**config.mk**
```make
export PLATFORM = sky130hd
export DESIGN_NAME = servo_pulse_position_command
export DESIGN_NICKNAME = d
export VERILOG_FILES = /design/src/servo_cmd_pkg.sv /design/src/pulse_decode.sv /design/src/servo_pulse_position_command.sv
export VERILOG_INCLUDE_DIRS = /design/src
export SDC_FILE = /design/constraint.sdc
export NUM_CORES = 2
export LEC_CHECK = 0
export ABC_CLOCK_PERIOD_IN_PS = 8000
export BUFFER_PORTS_ARGS = -buffer_cell sky130_fd_sc_hd__clkbuf_2
export CAP_MARGIN = 20
export CORE_AREA = 8 8 285 287
export DETAILED_ROUTE_END_ITERATION = 6
export DIE_AREA = 0 0 293 295
export PLACE_DENSITY = 0.81
export SETUP_SLACK_MARGIN = 0.3
export SYNTH_ARGS = -nofsm -noshare
export SYNTH_HDL_FRONTEND = slang
export SYNTH_SLANG_ARGS = --single-unit
```
**constraint.sdc**
```tcl
create_clock -name clk_i -period 8 [get_ports clk_i]
set_clock_uncertainty 0.1 [all_clocks]
set_input_delay 0.4 -clock clk_i [delete_from_list [all_inputs] [get_ports clk_i]]
set_output_delay 0.4 -clock clk_i [all_outputs]
set_load 0.005 [all_outputs]
```
**src/servo_cmd_cfg.svh**
```systemverilog
// constants for the pulse position command front end
// assumes a 20 MHz drive clock and APB register access
`ifndef SERVO_CMD_CFG_SVH
`define SERVO_CMD_CFG_SVH

// ====================================================================
// register byte offsets
`define OFS_MODE_CFG       8'h00
`define OFS_GEAR_NUM1      8'h04
`define OFS_GEAR_DEN       8'h08
`define OFS_GEAR_NUM2      8'h0C
`define OFS_CMD_SMOOTH     8'h10
`define OFS_POS_GAIN       8'h14
`define OFS_FF_GAIN        8'h18
`define OFS_FF_SMOOTH      8'h1C
`define OFS_ERR_LIMIT      8'h20
`define OFS_FUNC_WORD      8'h24
`define OFS_STATUS         8'h28
`define OFS_POS_CMD        8'h2C

// ====================================================================
// mode_cfg field positions, and the function word internal enable bit
`define BIT_INVERT         2
`define BIT_DYN_GEAR       3
`define BIT_PROHIBIT_SEL   4
`define BIT_INT_ENABLE     0

// ====================================================================
// reset values and limits
`define RST_GEAR           15'h0001
`define RST_POS_GAIN       10'h032
`define RST_ERR_LIMIT      15'h0190
`define MAX_POS_GAIN       10'h3E8
`define MAX_FF_GAIN        7'h64
`define MAX_SMOOTH         15'h7530
`define MAX_FF_SMOOTH      10'h3E8

// ====================================================================
// timing
`define CLK_PERIOD_NS      50
`define CMD_TICK_NS        100000
`define FF_TICK_NS         1000000
`define CMD_TICK_CYC       (`CMD_TICK_NS / `CLK_PERIOD_NS)
`define FF_TICK_CYC        (`FF_TICK_NS / `CLK_PERIOD_NS)

`endif

```
**src/servo_cmd_pkg.sv**
```systemverilog
// types shared by the pulse command front end
// assumes nothing beyond the tool
package servo_cmd_pkg;

    // ================================================================
    // pulse input formats
    typedef enum logic [1:0] {
        FMT_PULSE_DIR = 2'b00,
        FMT_CW_CCW    = 2'b01,
        FMT_QUAD      = 2'b10
    } pulse_fmt_t;

endpackage : servo_cmd_pkg

```
**src/pulse_decode.sv**
```systemverilog
// decodes the synchronised pulse and sign lines into count steps
// assumes both lines already passed a two-stage synchroniser
`timescale 1ns/1ps
module pulse_decode
    import servo_cmd_pkg::*;
(
    // clock and reset
    input  wire logic       clk_i,
    input  wire logic       rstn_i,
    // configuration
    input  wire pulse_fmt_t fmt_i,
    input  wire logic       invert_i,
    // synchronised lines
    input  wire logic       pulse_i,
    input  wire logic       sign_i,
    // decoded step
    output logic            step_o,
    output logic            dir_o
);

    logic pulse_d_r;
    logic sign_d_r;

    always_ff @(posedge clk_i or negedge rstn_i) begin
        if (!rstn_i) begin
            pulse_d_r <= 1'b0;
            sign_d_r  <= 1'b0;
        end else begin
            pulse_d_r <= pulse_i;
            sign_d_r  <= sign_i;
        end
    end

    wire pulse_rise = pulse_i & ~pulse_d_r;
    wire sign_rise  = sign_i & ~sign_d_r;
    wire a_edge     = pulse_i ^ pulse_d_r;
    wire b_edge     = sign_i ^ sign_d_r;
    // quadrature: reverse when the edge line equals the other line after an a edge
    wire quad_rev   = a_edge ? (pulse_i == sign_i) : (pulse_i != sign_i);
    // dir 1 means reverse count
    wire raw_dir    = (fmt_i == FMT_PULSE_DIR) ? sign_i :
                      (fmt_i == FMT_CW_CCW)    ? ~pulse_rise :
                                                 quad_rev;
    assign step_o = (fmt_i == FMT_PULSE_DIR) ? pulse_rise :
                    (fmt_i == FMT_CW_CCW)    ? (pulse_rise ^ sign_rise) :
                    (fmt_i == FMT_QUAD)      ? (a_edge ^ b_edge) : 1'b0;
    assign dir_o  = raw_dir ^ invert_i;
endmodule : pulse_decode

```
**src/servo_pulse_position_command.sv**
```systemverilog
// position command front end: pulse decode, gearing, smoothing, settings
// assumes an APB master on clk_i and asynchronous pins for the pulse,
// sign, enable, prohibit and gear select inputs
//
// Behaviour
// - pins: pulse and sign pairs, enable, prohibit, ready and alarm outputs.
// - decode pulse+direction, forward/reverse trains or quadrature by format.
// - invert bit reverses count direction.
// - smoothing constant zero bypasses the command filter.
// - nonzero constant: first-order filter, time constant in 0.1 ms steps.
// - each step scaled by first numerator over denominator, 1 to 32767.
// - dynamic gearing only when its enable is 1, else first ratio.
// - dynamic gearing with gear select low uses second numerator.
// - second ratio shares denominator, numerator 1 to 32767.
// - gear ratio switches live, no stop needed.
// - position loop gain held, 0 to 1000, default 50.
// - feed-forward gain held in percent, 0 to 100.
// - feed-forward term smoothed with time constant in ms.
// - position error limit held, units of 100 pulses, default 400.
// - one bit selects treatment of the prohibit input.
// - prohibit select 1 ignores the prohibit input.
// - four-bit input function word held, default 0000.
// - function word 0001 enables the drive internally.
`timescale 1ns/1ps
`include "servo_cmd_cfg.svh"
module servo_pulse_position_command
    import servo_cmd_pkg::*;
#(
    parameter int CMD_TICK = `CMD_TICK_CYC,
    parameter int FF_TICK  = `FF_TICK_CYC
)(
    // clock and reset
    input  wire logic        clk_i,
    input  wire logic        rstn_i,
    // apb slave
    input  wire logic        psel,
    input  wire logic        penable,
    input  wire logic        pwrite,
    input  wire logic [7:0]  paddr,
    input  wire logic [31:0] pwdata,
    output logic [31:0]      prdata,
    output logic             pready,
    output logic             pslverr,
    // io connector pins, receiver outputs
    input  wire logic        pulse_i,
    input  wire logic        sign_i,
    input  wire logic        enable_i,
    input  wire logic        prohibit_i,
    input  wire logic        gear_sel_i,
    // drive outputs
    output logic             servo_ready_o,
    output logic             servo_alarm_o,
    output logic [31:0]      pos_cmd_o,
    output logic [23:0]      ff_term_o
);

    // ================================================================
    // pin synchronisers
    logic [4:0] pin_m_r;
    logic [4:0] pin_s_r;
    always_ff @(posedge clk_i or negedge rstn_i) begin
        if (!rstn_i) begin
            pin_m_r <= 5'h00;
            pin_s_r <= 5'h00;
        end else begin
            pin_m_r <= {gear_sel_i, prohibit_i, enable_i, sign_i, pulse_i};
            pin_s_r <= pin_m_r;
        end
    end
    wire pulse_s    = pin_s_r[0];
    wire sign_s     = pin_s_r[1];
    wire enable_s   = pin_s_r[2];
    wire prohibit_s = pin_s_r[3];
    wire gear_sel_s = pin_s_r[4];

    // ================================================================
    // registers
    logic [4:0]  mode_cfg_r;
    logic [14:0] gear_num1_r;
    logic [14:0] gear_den_r;
    logic [14:0] gear_num2_r;
    logic [14:0] cmd_smooth_r;
    logic [9:0]  pos_gain_r;
    logic [6:0]  ff_gain_r;
    logic [9:0]  ff_smooth_r;
    logic [14:0] err_limit_r;
    logic [3:0]  func_word_r;

    wire        setup   = psel & ~penable;
    wire        wr_acc  = psel & penable & pwrite;
    wire [31:0] wd      = pwdata;
    wire        gear_ok = (wd[31:15] == 17'h00000) && (wd[14:0] != 15'h0000);
    wire        sel_cfg = paddr == `OFS_MODE_CFG;
    wire        sel_n1  = paddr == `OFS_GEAR_NUM1;
    wire        sel_den = paddr == `OFS_GEAR_DEN;
    wire        sel_n2  = paddr == `OFS_GEAR_NUM2;
    wire        sel_cs  = paddr == `OFS_CMD_SMOOTH;
    wire        sel_pg  = paddr == `OFS_POS_GAIN;
    wire        sel_fg  = paddr == `OFS_FF_GAIN;
    wire        sel_fs  = paddr == `OFS_FF_SMOOTH;
    wire        sel_el  = paddr == `OFS_ERR_LIMIT;
    wire        sel_fw  = paddr == `OFS_FUNC_WORD;
    wire        sel_st  = paddr == `OFS_STATUS;
    wire        sel_pc  = paddr == `OFS_POS_CMD;
    // out of range values are refused whole and flagged
    wire        bad_val = sel_cfg ? (wd[31:5] != 27'h0 || wd[1:0] == 2'b11) :
                          (sel_n1 | sel_den | sel_n2) ? !gear_ok :
                          sel_cs ? (wd[31:15] != 17'h0 || wd[14:0] > `MAX_SMOOTH) :
                          sel_pg ? (wd[31:10] != 22'h0 || wd[9:0] > `MAX_POS_GAIN) :
                          sel_fg ? (wd[31:7] != 25'h0 || wd[6:0] > `MAX_FF_GAIN) :
                          sel_fs ? (wd[31:10] != 22'h0 || wd[9:0] > `MAX_FF_SMOOTH) :
                          sel_el ? (wd[31:15] != 17'h0 || wd[14:0] > `MAX_SMOOTH) :
                          sel_fw ? (wd[31:4] != 28'h0) : 1'b0;
    wire        mapped  = sel_cfg | sel_n1 | sel_den | sel_n2 | sel_cs | sel_pg | sel_fg
                        | sel_fs | sel_el | sel_fw | sel_st | sel_pc;
    wire        ro_reg  = sel_st | sel_pc;
    wire        wr_ok   = wr_acc & mapped & ~ro_reg & ~bad_val;

    assign pready  = 1'b1;
    assign pslverr = psel & penable & (~mapped | (pwrite & (ro_reg | bad_val)));

    always_ff @(posedge clk_i or negedge rstn_i) begin
        if (!rstn_i) begin
            mode_cfg_r   <= 5'h00;
            gear_num1_r  <= `RST_GEAR;
            gear_den_r   <= `RST_GEAR;
            gear_num2_r  <= `RST_GEAR;
            cmd_smooth_r <= 15'h0000;
            pos_gain_r   <= `RST_POS_GAIN;
            ff_gain_r    <= 7'h00;
            ff_smooth_r  <= 10'h000;
            err_limit_r  <= `RST_ERR_LIMIT;
            func_word_r  <= 4'h0;
        end else if (wr_ok) begin
            if (sel_cfg) mode_cfg_r   <= wd[4:0];
            if (sel_n1)  gear_num1_r  <= wd[14:0];
            if (sel_den) gear_den_r   <= wd[14:0];
            if (sel_n2)  gear_num2_r  <= wd[14:0];
            if (sel_cs)  cmd_smooth_r <= wd[14:0];
            if (sel_pg)  pos_gain_r   <= wd[9:0];
            if (sel_fg)  ff_gain_r    <= wd[6:0];
            if (sel_fs)  ff_smooth_r  <= wd[9:0];
            if (sel_el)  err_limit_r  <= wd[14:0];
            if (sel_fw)  func_word_r  <= wd[3:0];
        end
    end

    // ================================================================
    // drive enable and prohibit
    wire prohibit_sel = mode_cfg_r[`BIT_PROHIBIT_SEL];
    wire prohibit_eff = prohibit_s & ~prohibit_sel;
    wire enable_eff   = enable_s | func_word_r[`BIT_INT_ENABLE];
    wire ready_nxt    = enable_eff & ~prohibit_eff;
    logic ready_r;
    logic alarm_r;
    always_ff @(posedge clk_i or negedge rstn_i) begin
        if (!rstn_i) begin
            ready_r <= 1'b0;
            alarm_r <= 1'b0;
        end else begin
            ready_r <= ready_nxt;
            alarm_r <= enable_eff & prohibit_eff;
        end
    end
    assign servo_ready_o = ready_r;
    assign servo_alarm_o = alarm_r;

    // ================================================================
    // pulse decoding
    logic dec_step;
    logic dec_dir;
    pulse_decode u_decode (
        .clk_i    (clk_i),
        .rstn_i   (rstn_i),
        .fmt_i    (pulse_fmt_t'(mode_cfg_r[1:0])),
        .invert_i (mode_cfg_r[`BIT_INVERT]),
        .pulse_i  (pulse_s),
        .sign_i   (sign_s),
        .step_o   (dec_step),
        .dir_o    (dec_dir)
    );

    // ================================================================
    // electronic gear: residual accumulates numerator, drains by denominator
    wire               dyn_en   = mode_cfg_r[`BIT_DYN_GEAR];
    wire               use_n2   = dyn_en & ~gear_sel_s;
    wire        [14:0] num_sel  = use_n2 ? gear_num2_r : gear_num1_r;
    wire signed [23:0] num_s    = signed'({9'h000, num_sel});
    wire signed [23:0] den_s    = signed'({9'h000, gear_den_r});
    logic signed [23:0] gear_res_r;
    logic signed [31:0] gear_pos_r;
    wire               cnt_step = dec_step & ready_r;
    wire               g_up     = gear_res_r >= den_s;
    wire               g_dn     = gear_res_r <= -den_s;
    wire signed [23:0] g_add    = !cnt_step ? 24'sh000000 : (dec_dir ? -num_s : num_s);
    wire signed [23:0] g_sub    = g_up ? den_s : (g_dn ? -den_s : 24'sh000000);
    always_ff @(posedge clk_i or negedge rstn_i) begin
        if (!rstn_i) begin
            gear_res_r <= 24'sh000000;
            gear_pos_r <= 32'sh00000000;
        end else begin
            gear_res_r <= gear_res_r + g_add - g_sub;
            if (g_up)      gear_pos_r <= gear_pos_r + 32'sh00000001;
            else if (g_dn) gear_pos_r <= gear_pos_r - 32'sh00000001;
        end
    end

    // ================================================================
    // tick dividers for 0.1 ms and 1 ms
    logic [15:0] cmd_div_r;
    logic [15:0] ff_div_r;
    wire cmd_tick = cmd_div_r == 16'(CMD_TICK - 1);
    wire ff_tick  = ff_div_r == 16'(FF_TICK - 1);
    always_ff @(posedge clk_i or negedge rstn_i) begin
        if (!rstn_i) begin
            cmd_div_r <= 16'h0000;
            ff_div_r  <= 16'h0000;
        end else begin
            cmd_div_r <= cmd_tick ? 16'h0000 : cmd_div_r + 16'h0001;
            ff_div_r  <= ff_tick ? 16'h0000 : ff_div_r + 16'h0001;
        end
    end

    // ================================================================
    // command smoothing: error added per tick, one unit released per
    // constant worth of accumulated error, giving a first-order lag
    logic signed [39:0] filt_frac_r;
    logic signed [31:0] filt_pos_r;
    wire               bypass    = cmd_smooth_r == 15'h0000;
    wire signed [39:0] tc_s      = signed'({25'h0000000, cmd_smooth_r});
    wire signed [39:0] lag       = 40'(gear_pos_r - filt_pos_r);
    wire               f_up      = filt_frac_r >= tc_s;
    wire               f_dn      = filt_frac_r <= -tc_s;
    wire signed [39:0] f_add     = cmd_tick ? lag : 40'sh0000000000;
    wire signed [39:0] f_sub     = f_up ? tc_s : (f_dn ? -tc_s : 40'sh0000000000);
    always_ff @(posedge clk_i or negedge rstn_i) begin
        if (!rstn_i) begin
            filt_frac_r <= 40'sh0000000000;
            filt_pos_r  <= 32'sh00000000;
        end else if (bypass) begin
            filt_frac_r <= 40'sh0000000000;
            filt_pos_r  <= gear_pos_r;
        end else begin
            filt_frac_r <= filt_frac_r + f_add - f_sub;
            if (f_up)      filt_pos_r <= filt_pos_r + 32'sh00000001;
            else if (f_dn) filt_pos_r <= filt_pos_r - 32'sh00000001;
        end
    end
    assign pos_cmd_o = filt_pos_r;

    // ================================================================
    // feed-forward: command steps per ms times gain in percent, smoothed
    logic signed [15:0] vel_cnt_r;
    logic signed [23:0] ff_raw_r;
    logic signed [31:0] ff_frac_r;
    logic signed [23:0] ff_out_r;
    logic signed [31:0] filt_pos_d_r;
    wire  signed [15:0] d_pos   = 16'(filt_pos_r - filt_pos_d_r);
    wire  signed [31:0] ftc_s   = signed'({22'h000000, ff_smooth_r});
    wire                ff_byp  = ff_smooth_r == 10'h000;
    wire                q_up    = ff_frac_r >= ftc_s;
    wire                q_dn    = ff_frac_r <= -ftc_s;
    wire  signed [31:0] q_add   = ff_tick ? 32'(ff_raw_r - ff_out_r) : 32'sh00000000;
    wire  signed [31:0] q_sub   = q_up ? ftc_s : (q_dn ? -ftc_s : 32'sh00000000);
    wire  signed [23:0] ff_prod = 24'(vel_cnt_r) * 24'(signed'({1'b0, ff_gain_r}));
    always_ff @(posedge clk_i or negedge rstn_i) begin
        if (!rstn_i) begin
            filt_pos_d_r <= 32'sh00000000;
            vel_cnt_r    <= 16'sh0000;
            ff_raw_r     <= 24'sh000000;
            ff_frac_r    <= 32'sh00000000;
            ff_out_r     <= 24'sh000000;
        end else begin
            filt_pos_d_r <= filt_pos_r;
            vel_cnt_r    <= ff_tick ? d_pos : vel_cnt_r + d_pos;
            if (ff_tick) ff_raw_r <= ff_prod;
            if (ff_byp) begin
                ff_frac_r <= 32'sh00000000;
                ff_out_r  <= ff_raw_r;
            end else begin
                ff_frac_r <= ff_frac_r + q_add - q_sub;
                if (q_up)      ff_out_r <= ff_out_r + 24'sh000001;
                else if (q_dn) ff_out_r <= ff_out_r - 24'sh000001;
            end
        end
    end
    assign ff_term_o = ff_out_r;

    // ================================================================
    // read data, captured in the setup phase
    always_ff @(posedge clk_i or negedge rstn_i) begin
        if (!rstn_i) begin
            prdata <= 32'h00000000;
        end else if (setup && !pwrite) begin
            if (sel_cfg)     prdata <= {27'h0, mode_cfg_r};
            else if (sel_n1) prdata <= {17'h0, gear_num1_r};
            else if (sel_den) prdata <= {17'h0, gear_den_r};
            else if (sel_n2) prdata <= {17'h0, gear_num2_r};
            else if (sel_cs) prdata <= {17'h0, cmd_smooth_r};
            else if (sel_pg) prdata <= {22'h0, pos_gain_r};
            else if (sel_fg) prdata <= {25'h0, ff_gain_r};
            else if (sel_fs) prdata <= {22'h0, ff_smooth_r};
            else if (sel_el) prdata <= {17'h0, err_limit_r};
            else if (sel_fw) prdata <= {28'h0, func_word_r};
            else if (sel_st) prdata <= {28'h0, use_n2, dec_dir, alarm_r, ready_r};
            else if (sel_pc) prdata <= filt_pos_r;
            else             prdata <= 32'h00000000;
        end
    end
endmodule : servo_pulse_position_command

```
==> results.txt <==
Final worst path period need - 7580 ps
Total Negative Setup Slacks - 0 ps
Antenna viol nets, final - 0
RSZ-0062 raised after global routing - yes
Reg clk slew, reported paths - 60 ps
Number of global-route vias before repair - 35,800
Crit-path max cell delay - 660 ps
Async set or reset register ratio after synthesis - 1.00
Hold depth - 3
Cells after Synth - 4,807
Initial antenna violation count - 7
Dpl cells - 5,908
Final HPWL DP - 89.8 mm
Pwr per Cell Area - 202 nW/um^2
CTS tree - built
Layout fillers - 6,552
Crit path max fanout - 16
Rel. slew slack - 0.291
Synth cell count leaders - inv_1 (535), ha_1 (456), dfrtp_1 (420)
Port bufs - 140
DIE AREA - 86,400 um^2
Clock sinks - 429
Register area share after synthesis - 0.262
# rows - 102
Final Cell Area - 45,500 um^2
Inserted Clock Buffers - 52
Synth top area cells - dfrtp_1 (26%), ha_1 (14%), fa_1 (9.1%), inv_1 (4.9%), a21oi_1 (4.0%)
Starting density of the core - 0.535
Fraction of layout cells with a size suffix above 1 - 0.103
Yosys cell types - 90
Placed standard-cell area - 43,100 um^2
Gr usage total - 0.268
Synth Register Bits - 429
Vias per cell - 5.96
Fin util - 0.593
Hold crit path type - in -> reg
Fin cells - 6,037
Net Count, Synth - 5,499
Reg area - 10,700 um^2
Max Cap Viol - 0
Syn. warnings - 0
Post-Syn Area - 41,000 um^2
WP data arrival - 8030 ps
RD Place Congestion - 0.972
Multi-input logic area - 28,000 um^2
First-pass GRT wire length - 189 mm
Width of the die - 293 um
P&R area growth vs syn - 10.9%
Worst path required time - 8450 ps
DRT iter0 DRCs - 2,682
Synthesized area per cell - 8.53 um^2
Die Ht - 295 um
Final Cycle Share - 0.947
Top-count cell post-synth - inv_1
Worst VDD drop - 0.000166 V
# DRC - 1
Share of the synthesized area in the top cell type - 0.256
Peak Freq - 0.132 GHz
Clock Path Buffers - 3
Via Count - 36,000
Reg2reg path depth - 30
Power Total - 9.17 mW
GRT Residual Overflow - 0
Startpoint Class - flip-flop
Number of synthesized flops with an enable pin - 0
Final worst slack - 422 ps
Setup WS pre-CTS - 73.1 ps
Synth area leader - dfrtp_1
Crit path capture type - flip-flop
Fin. Hold Viols - 0
Clk_lat worst skew - 630 ps
Status - finished, violations left
H-tree depth - 2
1st-pass router iterations - 7
Fin. max-slew vios - 0
DR WL/cell - 19.5 um
Largest net degree at the start of global routing - 136
Failing checks - DRC
Core outline area - 76,700 um^2
Final setup fails - 0
Io pins - 142
Critical setup path kind - reg -> reg
Post-Route WL - 118 mm
Worst slew pin tran - 1060 ps
CP dominant cell by count - nor3_4
Worst hold margin - 37.4 ps
Critical path's slowest cell - or4_4
Clk root buf - clkbuf_16
Most used DFF post-synth - dfrtp_1
P_leak - 22.7 nW
Nets - 5,639
[cells by family after synthesis]
logic type,synth area share
other,0.0000914
adder cells (fa/ha/maj),0.230
flip-flops,0.262
multiplexers,0.0273
AND/OR/NAND/NOR,0.173
AO/OA/AOI/OAI,0.180
buffers and inverters,0.0636
XOR/XNOR,0.0643
[what timing repair did]
item,4_1_cts,5_1_grt
setup buffers,0,11
endpoints found under the setup margin,13,35
gates cloned,0,2
pin swaps,0,20
gates resized for setup,12,60
hold buffers,6,0
endpoints found under the hold margin,108,0
[power by group]
group          switching [mW]  internal, mW  leakage, nW
clock                    1.06          1.53        0.906
sequential              0.229          2.38         5.56
combinational            2.27          1.70         16.2
[final timing paths]
path | endpoint | slack (ps) | startpoint
max | filt_frac_r[39] | 420 | cmd_smooth_r[0]
min | cmd_smooth_r[12] | 40 | pwdata[12]
max reg2reg | filt_frac_r[39] | 420 | cmd_smooth_r[0]
min reg2reg | pin_s_r[2] | 250 | pin_m_r[2]
max in group asynchronous | filt_frac_r[36] | 5910 | rstn_i
min in group asynchronous | ff_term_o[14] | 310 | rstn_i
[critical path, delay by kind of cell (launching register included)]
kind                     cells  cell delay, ps
flip-flops                   1             380
AND/OR/NAND/NOR             12            3150
buffers and inverters        2             390
adder cells (fa/ha/maj)      3             920
AO/OA/AOI/OAI               13            2570
[sequential cells by signal (all words and copies together) (netlist names), 16 cells and up]
signal and count:
cmd_div_r 16, ff_div_r 16, ff_frac_r 32, ff_raw_r 24, ff_term_o 24, filt_frac_r 40, filt_pos_d_r 16, gear_pos_r 32
gear_res_r 24, pos_cmd_o 32, prdata 32, vel_cnt_r 16
[placed cells by master (no fill, tap or decap), types with 47 or more instances in the layout]
cell       synthesis  layout
inv_1            535     535
ha_1             456     453
dfrtp_1          420     419
nand2_1          413     409
nor2_1           399     393
a21oi_1          331     326
o21ai_0          319     316
fa_1             186     186
xnor2_1          181     180
clkbuf_2           0     139
a21o_1           133     133
nor3_1           139     128
xor2_1           115     115
and2_1           108     107
nand3_1           88      88
mux2_2            78      78
buf_4              1      78
nand2b_1          56      56
nor2b_1           56      54
clkbuf_16          0      53
o21a_1            50      50
nand4_1           47      47
[final cells by class]
type                    instances  share of cell area
well taps                    1040              0.0286
diodes                          6            0.000330
clock inverters                33             0.00960
repair buffers                235              0.0330
multi-input cells            3693               0.617
clock buffers                  65              0.0310
inverters                     536              0.0442
flip-flops and latches        429               0.236
[per-layer routing]
| layer | routed length (um) | global-route usage |
|---|---|---|
| met1 | 47300 | 0.336 |
| met2 | 54600 | 0.445 |
| met3 | 9970 | 0.0555 |
| met4 | 5740 | 0.118 |
| met5 | 13 | 0 |
No activity file was read; power rests on OpenSTA's default activity.
